--- src/pwr_key_reset_pkg.sv ---
/*
 * Constants, field layouts and carrier types for the power-key and
 * reset-pin controller.
 * Assumes a 100 MHz always-on clock and 16-bit registers.
 */
package pwr_key_reset_pkg;
   // ****************************************************************
   // Register offsets
   // ****************************************************************
   localparam logic [15:0] KEY_CTRL_ADDR = 16'h4005;
   localparam logic [15:0] RESET_CTRL_ADDR = 16'h4006;
   localparam logic [15:0] FLAGS_ONE_ADDR = 16'h4011;
   localparam logic [15:0] FLAGS_ONE_MASK_ADDR = 16'h4019;

   // ****************************************************************
   // Field positions
   // ****************************************************************
   localparam int KEY_HOLD_ACTION_LSB = 8;
   localparam int KEY_FIRST_ACTION_LSB = 4;
   localparam int KEY_LEVEL_STATUS_BIT = 3;
   localparam int KEY_HOLD_TIMEOUT_LSB = 0;
   localparam int SLEEP_AUX_DRIVE_BIT = 6;
   localparam int SLEEP_INPUT_MASK_BIT = 5;
   localparam int SLEEP_DRIVE_BIT = 4;
   localparam int RELEASE_DELAY_LSB = 0;
   localparam int KEY_EDGE_FLAG_BIT = 12;

   // ****************************************************************
   // Values after reset and action codes
   // ****************************************************************
   localparam logic [1:0] KEY_HOLD_ACTION_RST = 2'h1;
   localparam logic [1:0] KEY_FIRST_ACTION_RST = 2'h0;
   localparam logic [1:0] KEY_HOLD_TIMEOUT_RST = 2'h0;
   localparam logic [1:0] RELEASE_DELAY_RST = 2'h3;
   localparam logic SLEEP_BIT_RST = 1'b1;
   localparam logic EDGE_MASK_RST = 1'b1;
   localparam logic [1:0] ACT_NONE = 2'h0;
   localparam logic [1:0] ACT_ON = 2'h1;
   localparam logic [1:0] ACT_OFF = 2'h2;

   // ****************************************************************
   // Timing
   // ****************************************************************
   localparam int CLK_PERIOD_NS = 10;
   localparam int TICK_TIME_NS = 1000000;
   localparam int TICK_CYCLES = (TICK_TIME_NS + CLK_PERIOD_NS - 1) / CLK_PERIOD_NS;
   localparam int HOLD_UNIT_MS = 1000;
   localparam logic [4:0] DEBOUNCE_MS = 5'h14;
   localparam logic [6:0] RELEASE_DELAY_MS [4] = '{7'h03, 7'h0B, 7'h33, 7'h65};

   // ****************************************************************
   // Types
   // ****************************************************************
   typedef enum logic [2:0] {ST_OFF = 3'b001, ST_SLEEP = 3'b010, ST_ON = 3'b100} powerState_e;
   typedef enum logic [3:0] {
      HOLD_IDLE = 4'b0001, HOLD_FIRST = 4'b0010, HOLD_SECOND = 4'b0100, HOLD_DONE = 4'b1000
   } holdState_e;
   typedef struct packed {
      logic [1:0] holdAction;
      logic [1:0] firstAction;
      logic [1:0] holdTimeout;
   } keyCtrl_s;
   typedef struct packed {
      logic sleepAuxDrive;
      logic sleepInputMask;
      logic sleepDrive;
      logic [1:0] releaseDelay;
   } resetCtrl_s;
   typedef struct packed {
      logic write;
      logic read;
      logic [15:0] addr;
      logic [15:0] wdata;
   } regReq_s;
endpackage

--- src/pwr_key_reset_ctrl.sv ---
/*
 * Power-key debounce, hold actions, edge flag and reset-pin control.
 * Assumes the register port is fed by the control interface, the unlock
 * state comes from the security register and the power state from the
 * power-state controller; all inputs are synchronous to mclk.
 */
`timescale 1ns/1ps
module pwr_key_reset_ctrl #(
   parameter int TICK_CYCLES = pwr_key_reset_pkg::TICK_CYCLES,
   parameter int HOLD_UNIT_MS = pwr_key_reset_pkg::HOLD_UNIT_MS
) (
   // Clock and reset
   input wire logic mclk,
   input wire logic reset_n,
   // Register port
   input wire pwr_key_reset_pkg::regReq_s regReq,
   output logic [15:0] regRdata,
   input wire logic userUnlocked,
   // Power-state controller
   input wire pwr_key_reset_pkg::powerState_e powerState,
   input wire logic onSequenceDone,
   output logic keyOnRequest,
   output logic keyOffRequest,
   output logic hwResetRequest,
   output logic keyIrq,
   // Pins
   input wire logic keyPin_n,
   input wire logic resetPinIn,
   output logic resetPinOut,
   output logic resetPinOe,
   output logic auxResetOut
);
   import pwr_key_reset_pkg::*;

   // ****************************************************************
   // Key timing state
   // ****************************************************************
   logic keyRaw, next_keyRaw, keyDeb, next_keyDeb;
   logic [4:0] debCount, next_debCount;
   logic [19:0] tickCount, next_tickCount;
   logic tick, next_tick;
   logic [15:0] holdCount, next_holdCount;
   holdState_e holdState, next_holdState;
   logic keyFall, keyRise, holdExpired, holdFire, thirdFire;
   logic [15:0] holdPeriod;

   // ****************************************************************
   // Register and output state
   // ****************************************************************
   keyCtrl_s keyCtrl, next_keyCtrl;
   resetCtrl_s resetCtrl, next_resetCtrl;
   logic edgeFlag, next_edgeFlag, edgeMask, next_edgeMask;
   logic [15:0] next_regRdata;
   logic next_keyOnRequest, next_keyOffRequest, next_hwResetRequest;
   logic releaseHold, next_releaseHold;
   logic [6:0] releaseCount, next_releaseCount;
   logic next_resetPinOe, next_auxResetOut, drivePrev, next_drivePrev;
   logic extLow, edgeEvent;

   // Address match used by several decoders
   function automatic logic hit(input regReq_s req, input logic [15:0] addr);
      return req.addr == addr;
   endfunction

   // Key edges, hold expiry and fired actions
   assign keyFall = keyDeb & ~next_keyDeb;
   assign keyRise = ~keyDeb & next_keyDeb;
   assign holdPeriod = 16'(HOLD_UNIT_MS) << keyCtrl.holdTimeout;
   assign holdExpired = tick && (holdCount == holdPeriod - 16'h0001);
   assign holdFire = holdExpired && (holdState == HOLD_FIRST);
   assign thirdFire = holdExpired && (holdState == HOLD_SECOND);
   // Guarded sampling: our drive and its release cycle are excluded
   assign extLow = ~resetPinIn & ~resetPinOe & ~drivePrev;
   assign edgeEvent = keyFall | keyRise | (holdFire && keyCtrl.holdAction == ACT_NONE);

   // Millisecond tick, debounce filter and hold sequencing
   always_comb begin
      next_keyRaw = keyPin_n;
      next_tick = 1'b0;
      next_tickCount = tickCount + 20'h00001;
      if (tickCount == 20'(TICK_CYCLES - 1)) begin
         next_tickCount = 20'h00000;
         next_tick = 1'b1;
      end
      next_keyDeb = keyDeb;
      next_debCount = debCount;
      if (keyRaw == keyDeb) begin
         next_debCount = 5'h00;
      end else if (tick) begin
         next_debCount = debCount + 5'h01;
         if (debCount == DEBOUNCE_MS - 5'h01) begin
            next_keyDeb = keyRaw;
            next_debCount = 5'h00;
         end
      end
      next_holdState = holdState;
      next_holdCount = holdCount;
      if (keyFall) begin
         next_holdState = HOLD_FIRST;
         next_holdCount = 16'h0000;
      end else if (next_keyDeb) begin
         next_holdState = HOLD_IDLE;
         next_holdCount = 16'h0000;
      end else if (tick && holdState != HOLD_IDLE && holdState != HOLD_DONE) begin
         next_holdCount = holdExpired ? 16'h0000 : holdCount + 16'h0001;
         case (holdState)
            HOLD_FIRST: begin
               if (holdExpired) begin
                  next_holdState = HOLD_SECOND;
               end
            end
            HOLD_SECOND: begin
               if (holdExpired) begin
                  next_holdState = HOLD_DONE;
               end
            end
            default: begin
               next_holdState = HOLD_IDLE;
            end
         endcase
      end
   end

   always_ff @(posedge mclk or negedge reset_n) begin
      if (!reset_n) begin
         keyRaw <= 1'b1;
         keyDeb <= 1'b1;
         debCount <= 5'h00;
         tickCount <= 20'h00000;
         tick <= 1'b0;
         holdCount <= 16'h0000;
         holdState <= HOLD_IDLE;
      end else begin
         keyRaw <= next_keyRaw;
         keyDeb <= next_keyDeb;
         debCount <= next_debCount;
         tickCount <= next_tickCount;
         tick <= next_tick;
         holdCount <= next_holdCount;
         holdState <= next_holdState;
      end
   end

   // Register writes, read data and edge flag
   always_comb begin
      next_keyCtrl = keyCtrl;
      next_resetCtrl = resetCtrl;
      next_edgeMask = edgeMask;
      next_edgeFlag = edgeFlag;
      next_regRdata = regRdata;
      if (regReq.write && userUnlocked) begin
         if (hit(regReq, KEY_CTRL_ADDR)) begin
            next_keyCtrl.holdAction = regReq.wdata[KEY_HOLD_ACTION_LSB +: 2];
            next_keyCtrl.firstAction = regReq.wdata[KEY_FIRST_ACTION_LSB +: 2];
            next_keyCtrl.holdTimeout = regReq.wdata[KEY_HOLD_TIMEOUT_LSB +: 2];
         end else if (hit(regReq, RESET_CTRL_ADDR)) begin
            next_resetCtrl.sleepAuxDrive = regReq.wdata[SLEEP_AUX_DRIVE_BIT];
            next_resetCtrl.sleepInputMask = regReq.wdata[SLEEP_INPUT_MASK_BIT];
            next_resetCtrl.sleepDrive = regReq.wdata[SLEEP_DRIVE_BIT];
            next_resetCtrl.releaseDelay = regReq.wdata[RELEASE_DELAY_LSB +: 2];
         end
      end
      if (regReq.write && hit(regReq, FLAGS_ONE_MASK_ADDR)) begin
         next_edgeMask = regReq.wdata[KEY_EDGE_FLAG_BIT];
      end
      // Write-one clears, a same-cycle event wins
      if (regReq.write && hit(regReq, FLAGS_ONE_ADDR) && regReq.wdata[KEY_EDGE_FLAG_BIT]) begin
         next_edgeFlag = 1'b0;
      end
      if (edgeEvent) begin
         next_edgeFlag = 1'b1;
      end
      if (regReq.read) begin
         next_regRdata = 16'h0000;
         if (hit(regReq, KEY_CTRL_ADDR)) begin
            next_regRdata[KEY_HOLD_ACTION_LSB +: 2] = keyCtrl.holdAction;
            next_regRdata[KEY_FIRST_ACTION_LSB +: 2] = keyCtrl.firstAction;
            next_regRdata[KEY_LEVEL_STATUS_BIT] = keyRaw;
            next_regRdata[KEY_HOLD_TIMEOUT_LSB +: 2] = keyCtrl.holdTimeout;
         end else if (hit(regReq, RESET_CTRL_ADDR)) begin
            next_regRdata[SLEEP_AUX_DRIVE_BIT] = resetCtrl.sleepAuxDrive;
            next_regRdata[SLEEP_INPUT_MASK_BIT] = resetCtrl.sleepInputMask;
            next_regRdata[SLEEP_DRIVE_BIT] = resetCtrl.sleepDrive;
            next_regRdata[RELEASE_DELAY_LSB +: 2] = resetCtrl.releaseDelay;
         end else if (hit(regReq, FLAGS_ONE_ADDR)) begin
            next_regRdata[KEY_EDGE_FLAG_BIT] = edgeFlag;
         end else if (hit(regReq, FLAGS_ONE_MASK_ADDR)) begin
            next_regRdata[KEY_EDGE_FLAG_BIT] = edgeMask;
         end
      end
      // External hardware reset returns control state to defaults
      if (next_hwResetRequest) begin
         next_keyCtrl = '{KEY_HOLD_ACTION_RST, KEY_FIRST_ACTION_RST, KEY_HOLD_TIMEOUT_RST};
         next_resetCtrl = '{SLEEP_BIT_RST, SLEEP_BIT_RST, SLEEP_BIT_RST, RELEASE_DELAY_RST};
         next_edgeMask = EDGE_MASK_RST;
      end
   end

   always_ff @(posedge mclk or negedge reset_n) begin
      if (!reset_n) begin
         keyCtrl <= '{KEY_HOLD_ACTION_RST, KEY_FIRST_ACTION_RST, KEY_HOLD_TIMEOUT_RST};
         resetCtrl <= '{SLEEP_BIT_RST, SLEEP_BIT_RST, SLEEP_BIT_RST, RELEASE_DELAY_RST};
         edgeMask <= EDGE_MASK_RST;
         edgeFlag <= 1'b0;
         regRdata <= 16'h0000;
      end else begin
         keyCtrl <= next_keyCtrl;
         resetCtrl <= next_resetCtrl;
         edgeMask <= next_edgeMask;
         edgeFlag <= next_edgeFlag;
         regRdata <= next_regRdata;
      end
   end

   // Requests, interrupt and reset-pin drive
   always_comb begin
      next_keyOnRequest = (keyFall && keyCtrl.firstAction == ACT_ON) ||
                          (holdFire && keyCtrl.holdAction == ACT_ON);
      next_keyOffRequest = (keyFall && keyCtrl.firstAction == ACT_OFF) ||
                           (holdFire && keyCtrl.holdAction == ACT_OFF) || thirdFire;
      next_hwResetRequest = extLow && !(powerState == ST_SLEEP && resetCtrl.sleepInputMask);
      next_releaseHold = releaseHold;
      next_releaseCount = releaseCount;
      if (powerState != ST_ON) begin
         next_releaseHold = 1'b1;
         next_releaseCount = 7'h00;
      end else if (onSequenceDone && releaseHold) begin
         next_releaseCount = RELEASE_DELAY_MS[resetCtrl.releaseDelay];
      end else if (tick && releaseCount != 7'h00) begin
         next_releaseCount = releaseCount - 7'h01;
         if (releaseCount == 7'h01) begin
            next_releaseHold = 1'b0;
         end
      end
      next_resetPinOe = (powerState == ST_OFF) ||
                        (powerState == ST_SLEEP && resetCtrl.sleepDrive) ||
                        (powerState == ST_ON && releaseHold);
      next_auxResetOut = (powerState == ST_OFF) ||
                         (powerState == ST_SLEEP && resetCtrl.sleepAuxDrive);
      next_drivePrev = resetPinOe;
   end

   always_ff @(posedge mclk or negedge reset_n) begin
      if (!reset_n) begin
         keyOnRequest <= 1'b0;
         keyOffRequest <= 1'b0;
         hwResetRequest <= 1'b0;
         keyIrq <= 1'b0;
         releaseHold <= 1'b1;
         releaseCount <= 7'h00;
         resetPinOut <= 1'b0;
         resetPinOe <= 1'b1;
         auxResetOut <= 1'b1;
         drivePrev <= 1'b1;
      end else begin
         keyOnRequest <= next_keyOnRequest;
         keyOffRequest <= next_keyOffRequest;
         hwResetRequest <= next_hwResetRequest;
         keyIrq <= edgeFlag & ~edgeMask;
         releaseHold <= next_releaseHold;
         releaseCount <= next_releaseCount;
         resetPinOut <= 1'b0;
         resetPinOe <= next_resetPinOe;
         auxResetOut <= next_auxResetOut;
         drivePrev <= next_drivePrev;
      end
   end

   // ****************************************************************
   // Assertions
   // ****************************************************************
   a_off_pin_drive: assert property (@(posedge mclk) disable iff (!reset_n)
      powerState == ST_OFF |=> resetPinOe && auxResetOut)
      else $error("reset pin or aux reset not driven in OFF");
   a_edge_flag_set: assert property (@(posedge mclk) disable iff (!reset_n)
      (keyFall || keyRise) |=> edgeFlag)
      else $error("key edge did not set flag");
   a_irq_masking: assert property (@(posedge mclk) disable iff (!reset_n)
      ##1 keyIrq == ($past(edgeFlag) && !$past(edgeMask)))
      else $error("interrupt does not follow flag and mask");
   a_locked_write: assert property (@(posedge mclk) disable iff (!reset_n)
      regReq.write && !userUnlocked && !next_hwResetRequest |=> $stable(keyCtrl) && $stable(resetCtrl))
      else $error("locked field changed");
   a_first_on: assert property (@(posedge mclk) disable iff (!reset_n)
      keyFall && keyCtrl.firstAction == ACT_ON |=> keyOnRequest)
      else $error("first action ON missing");
   a_third_off: assert property (@(posedge mclk) disable iff (!reset_n)
      thirdFire |=> keyOffRequest ##1 !keyOffRequest)
      else $error("fixed OFF request wrong");
   a_release_stop: assert property (@(posedge mclk) disable iff (!reset_n)
      keyRise |=> holdState == HOLD_IDLE && holdCount == 16'h0000)
      else $error("hold sequence kept running after release");
   a_sleep_mask: assert property (@(posedge mclk) disable iff (!reset_n)
      powerState == ST_SLEEP && resetCtrl.sleepInputMask |=> !hwResetRequest)
      else $error("masked external reset acted in SLEEP");
   a_own_drive_guard: assert property (@(posedge mclk) disable iff (!reset_n)
      hwResetRequest |-> !$past(resetPinOe, 1) && !$past(resetPinOe, 2))
      else $error("own drive seen as external reset");
   a_delay_holds: assert property (@(posedge mclk) disable iff (!reset_n)
      powerState == ST_ON && releaseHold |=> resetPinOe)
      else $error("reset released before delay ended");
endmodule

--- config.mk ---
export PLATFORM = sky130hd
export DESIGN_NAME = pwr_key_reset_ctrl
export DESIGN_NICKNAME = d
export VERILOG_FILES = /design/src/pwr_key_reset_pkg.sv /design/src/pwr_key_reset_ctrl.sv
export SDC_FILE = /design/constraint.sdc
export NUM_CORES = 1
export LEC_CHECK = 0
export BUFFER_PORTS_ARGS = -buffer_cell sky130_fd_sc_hd__buf_2
export CORE_MARGIN = 8
export CORE_UTILIZATION = 23
export CTS_CLUSTER_SIZE = 8
export DETAILED_ROUTE_END_ITERATION = 16
export HOLD_SLACK_MARGIN = 0.03
export PLACE_DENSITY = 0.42
export RECOVER_POWER = 25
export SYNTH_ARGS = -nofsm -noshare
export SYNTH_HDL_FRONTEND = slang
export SYNTH_SLANG_ARGS = --single-unit
--- constraint.sdc ---
create_clock -name mclk -period 3.55 [get_ports mclk]
set_clock_uncertainty 0.2 [all_clocks]
set_input_delay 0.71 -clock mclk [delete_from_list [all_inputs] [get_ports mclk]]
set_output_delay 0.71 -clock mclk [all_outputs]
set_load 0.005 [all_outputs]
==> run metrics <==
most used cell, CP ha_1; unrepaired setup endpoints after global routing false; count of final setup violators 0; hpwl dp 8440 microns; Final Worst Setup Slack 0.513 ns; Slew @ Worst Pin 2.50 ns; top_reg_cell synth dfrtp_1; worst path bufs/invs 0; worst-path fanout max 9; via count 3623; crit path cell chain ha_1, and4bb_1, a21oi_1, nor2_1, ha_1, nand2_1, o211ai_2, o311ai_1; cell taking the most area after synthesis dfrtp_1; final hold vios 0; min Tclk post-route 3.04 ns; post-DR vias/cell 4.55; DP Worst Slack just over 0.5 ns; clk_lat worst skew between 0.3 and 0.4 ns; row cnt 51; DRC viols 0; Syn Inst Count ~470; Synth Warn # 0; Num CTS Buffers 9; crit path launch type register; PwrDens between 300 and 400 nW/um^2; Post-Layout Cell Count 797; Layout Nets ~580; placed instance count just under 800; Critical Path Sink Type register; max_slew headroom -66.7%; highest clock rate 0.329 GHz; Setup Crit Path Kind register to register; CTS Root Cell clkbuf_16; max-slew violations 43; drt initial violations slightly below 200; Die Height approximately 160 microns; Ant. Diodes 0; critical path's slowest cell dfrtp_1; Routed Antenna Nets 0; hold-fix buffers at CTS 0; Die W 157 microns; worst vdd ir ~230 uV; largest net degree at the start of global routing 44; port bufs 49; Tcrit/Tclk final a little under nine tenths; HP Class register to register; CP top delay family compound AO/OA/AOI/OAI gates; Post-Route WL between 10000 and 15000 microns; Sink Count 85; initial antenna violation count 0; failing checks capacitance limit, slew limit; asr flop ratio synth 100%; drt wl/cell approximately 15 microns; number of global-route vias before repair approximately 3.7k; share of layout cells above drive strength 1 18.2%; Ports 66; Die ar. around 25000 sq um; post-route cell area approximately 5500 sq um; Arr. time, crit path 3.09 ns; synth top area cells dfrtp_1, dfstp_2, xnor2_1, nand2_1, ha_1; Leak about 2.3 nW; Area Growth Syn to Fin 18.7%; Global Route Usage Sum 9.96%; status complete, but fails checks; Post-DP Area 5170 sq um; distinct cell type count after synthesis between 60 and 70; H-tree depth 3; Worst-path clk slew roughly 0.08 ns; Setup Buffers After CTS 0; drt pass-1 iters 4; cell area after synthesis 4600 sq um; EDFF count, synth 0; buffer depth of the longest clock path 2; synthesized area per cell between 9 and 10 sq um; CTS tree done; Max Cap Viol 1; Gates resized, CTS repair 0; GP Congestion ~0.78; Synth top area share 38.6%; Tot Pwr a little over 0.002 W; core outline area between 15000 and 20000 sq um; sequential area share after synthesis 46.6%; Initial Utilization a little under a quarter; R2R setup slack between 0.5 and 0.6 ns; TNS Setup 0 ns; grt total ovfl 0; Yosys reg bits 85; Worst Path Required ~3.6 ns; first-pass GRT wire length approximately 20000 microns; crit-path max cell delay between 0.4 and 0.5 ns
## worst paths after layout
path,depth (start not counted),from,endpoint
max in group asynchronous,1,reset_n,releaseCount[1]
worst max-delay path,8,debCount[0],holdCount[10]
worst min register to register,0,resetPinOe,drivePrev
worst max register to register,8,debCount[0],holdCount[10]
worst min-delay path,0,resetPinOe,drivePrev
min in group asynchronous,1,reset_n,holdState[2]
## per-layer routing
metal  routed length (microns)  track usage (%)
met3                       427             2.88
met2                      5470             15.9
met4                        96             2.90
met5                         0                0
met1                      5710             12.8
## registers in the layout, indices dropped and copies added, names as in the netlist, 4 cells and up
name,flops
tickCount,20
holdCount,16
regRdata,9
releaseCount,7
keyCtrl,6
debCount,5
resetCtrl,5
holdState,4
## cells in the mapped netlist (4+ instances only)
library cell / n
mux2i_1: 15
xnor2_1: 22
nand4_1: 10
buf_4: 8
and2_1: 5
nand2_1: 47
nand2b_1: 7
nor3_1: 9
o211ai_1: 11
clkbuf_1: 8
dfstp_2: 14
o21ai_0: 19
a22oi_1: 4
xor2_1: 11
ha_1: 13
a21oi_1: 24
nor3b_1: 4
nor4_1: 11
nand3_1: 24
nor2_1: 37
and4_1: 4
inv_1: 18
nor2b_1: 6
or3_1: 4
dfrtp_1: 71
and3_1: 7
a211oi_1: 4
## worst register-to-register path: stages, from the launching register on
cell and delay [ns]:
dfrtp_1 0.41, ha_1 0.23, and4bb_1 0.24, a21oi_1 0.40
nor2_1 0.16, ha_1 0.35, nand2_1 0.32, o211ai_2 0.30
o311ai_1 0.34
## cell type report
| type | instances | area [sq um] |
|---|---|---|
| sequential | 85 | 2140 |
| inverter | 18 | 67.6 |
| clock inverter | 7 | 76.3 |
| timing repair buffer | 56 | 308 |
| tap | 265 | 332 |
| fill | 2122 | 14100 |
| multi-input combinational | 357 | 2310 |
| clock buffer | 9 | 225 |
## kinds of logic after synthesis
| logic type | after synthesis | synth area share [%] |
|---|---|---|
| other | 1 | 0.0815 |
| AOI/OAI and AO/OA | 88 | 12.6 |
| DFF | 85 | 46.6 |
| muxes | 19 | 4.48 |
| buffers and inverters | 37 | 3.75 |
| and+or+nand+nor | 196 | 22.7 |
| xor gates and xnor gates | 33 | 6.28 |
| adders and majority gates | 13 | 3.53 |
## report_power, final
group	total [W]	internal [W]	switching, W
Sequential	0.000985	0.000979	0.00000583
Combinational	0.0000911	0.0000326	0.0000585
Clock	0.000967	0.000502	0.000465
Total	0.00204	0.00151	0.000529
## cells in the final DEF, fill, tap and decap left out, types with 4 or more instances in the layout
master | Yosys | final
a211oi_1 | 4 | 4
a21oi_1 | 24 | 24
a22oi_1 | 4 | 4
and2_1 | 5 | 5
and3_1 | 7 | 7
and4_1 | 4 | 4
buf_2 | 3 | 47
buf_4 | 8 | 6
clkbuf_16 | 0 | 9
conb_1 | 1 | 8
dfrtp_1 | 71 | 71
dfstp_2 | 14 | 12
ha_1 | 13 | 13
inv_1 | 18 | 18
mux2i_1 | 15 | 15
nand2_1 | 47 | 47
nand2b_1 | 7 | 7
nand3_1 | 24 | 24
nand4_1 | 10 | 10
nor2_1 | 37 | 37
nor2b_1 | 6 | 6
nor3_1 | 9 | 9
nor3b_1 | 4 | 4
nor4_1 | 11 | 11
o211ai_1 | 11 | 11
o21ai_0 | 19 | 19
or3_1 | 4 | 4
xnor2_1 | 22 | 22
xor2_1 | 11 | 11
## per-stage QoR
stage	utilization [%]	hold slack [ns]
after floorplan	-	0.166
after global placement	26.5	0.164
after detailed placement	26.5	0.167
after CTS	28.0	0.184
after global routing	28.0	0.219
final	28.0	0.197
(Power assumes the default switching activity.)
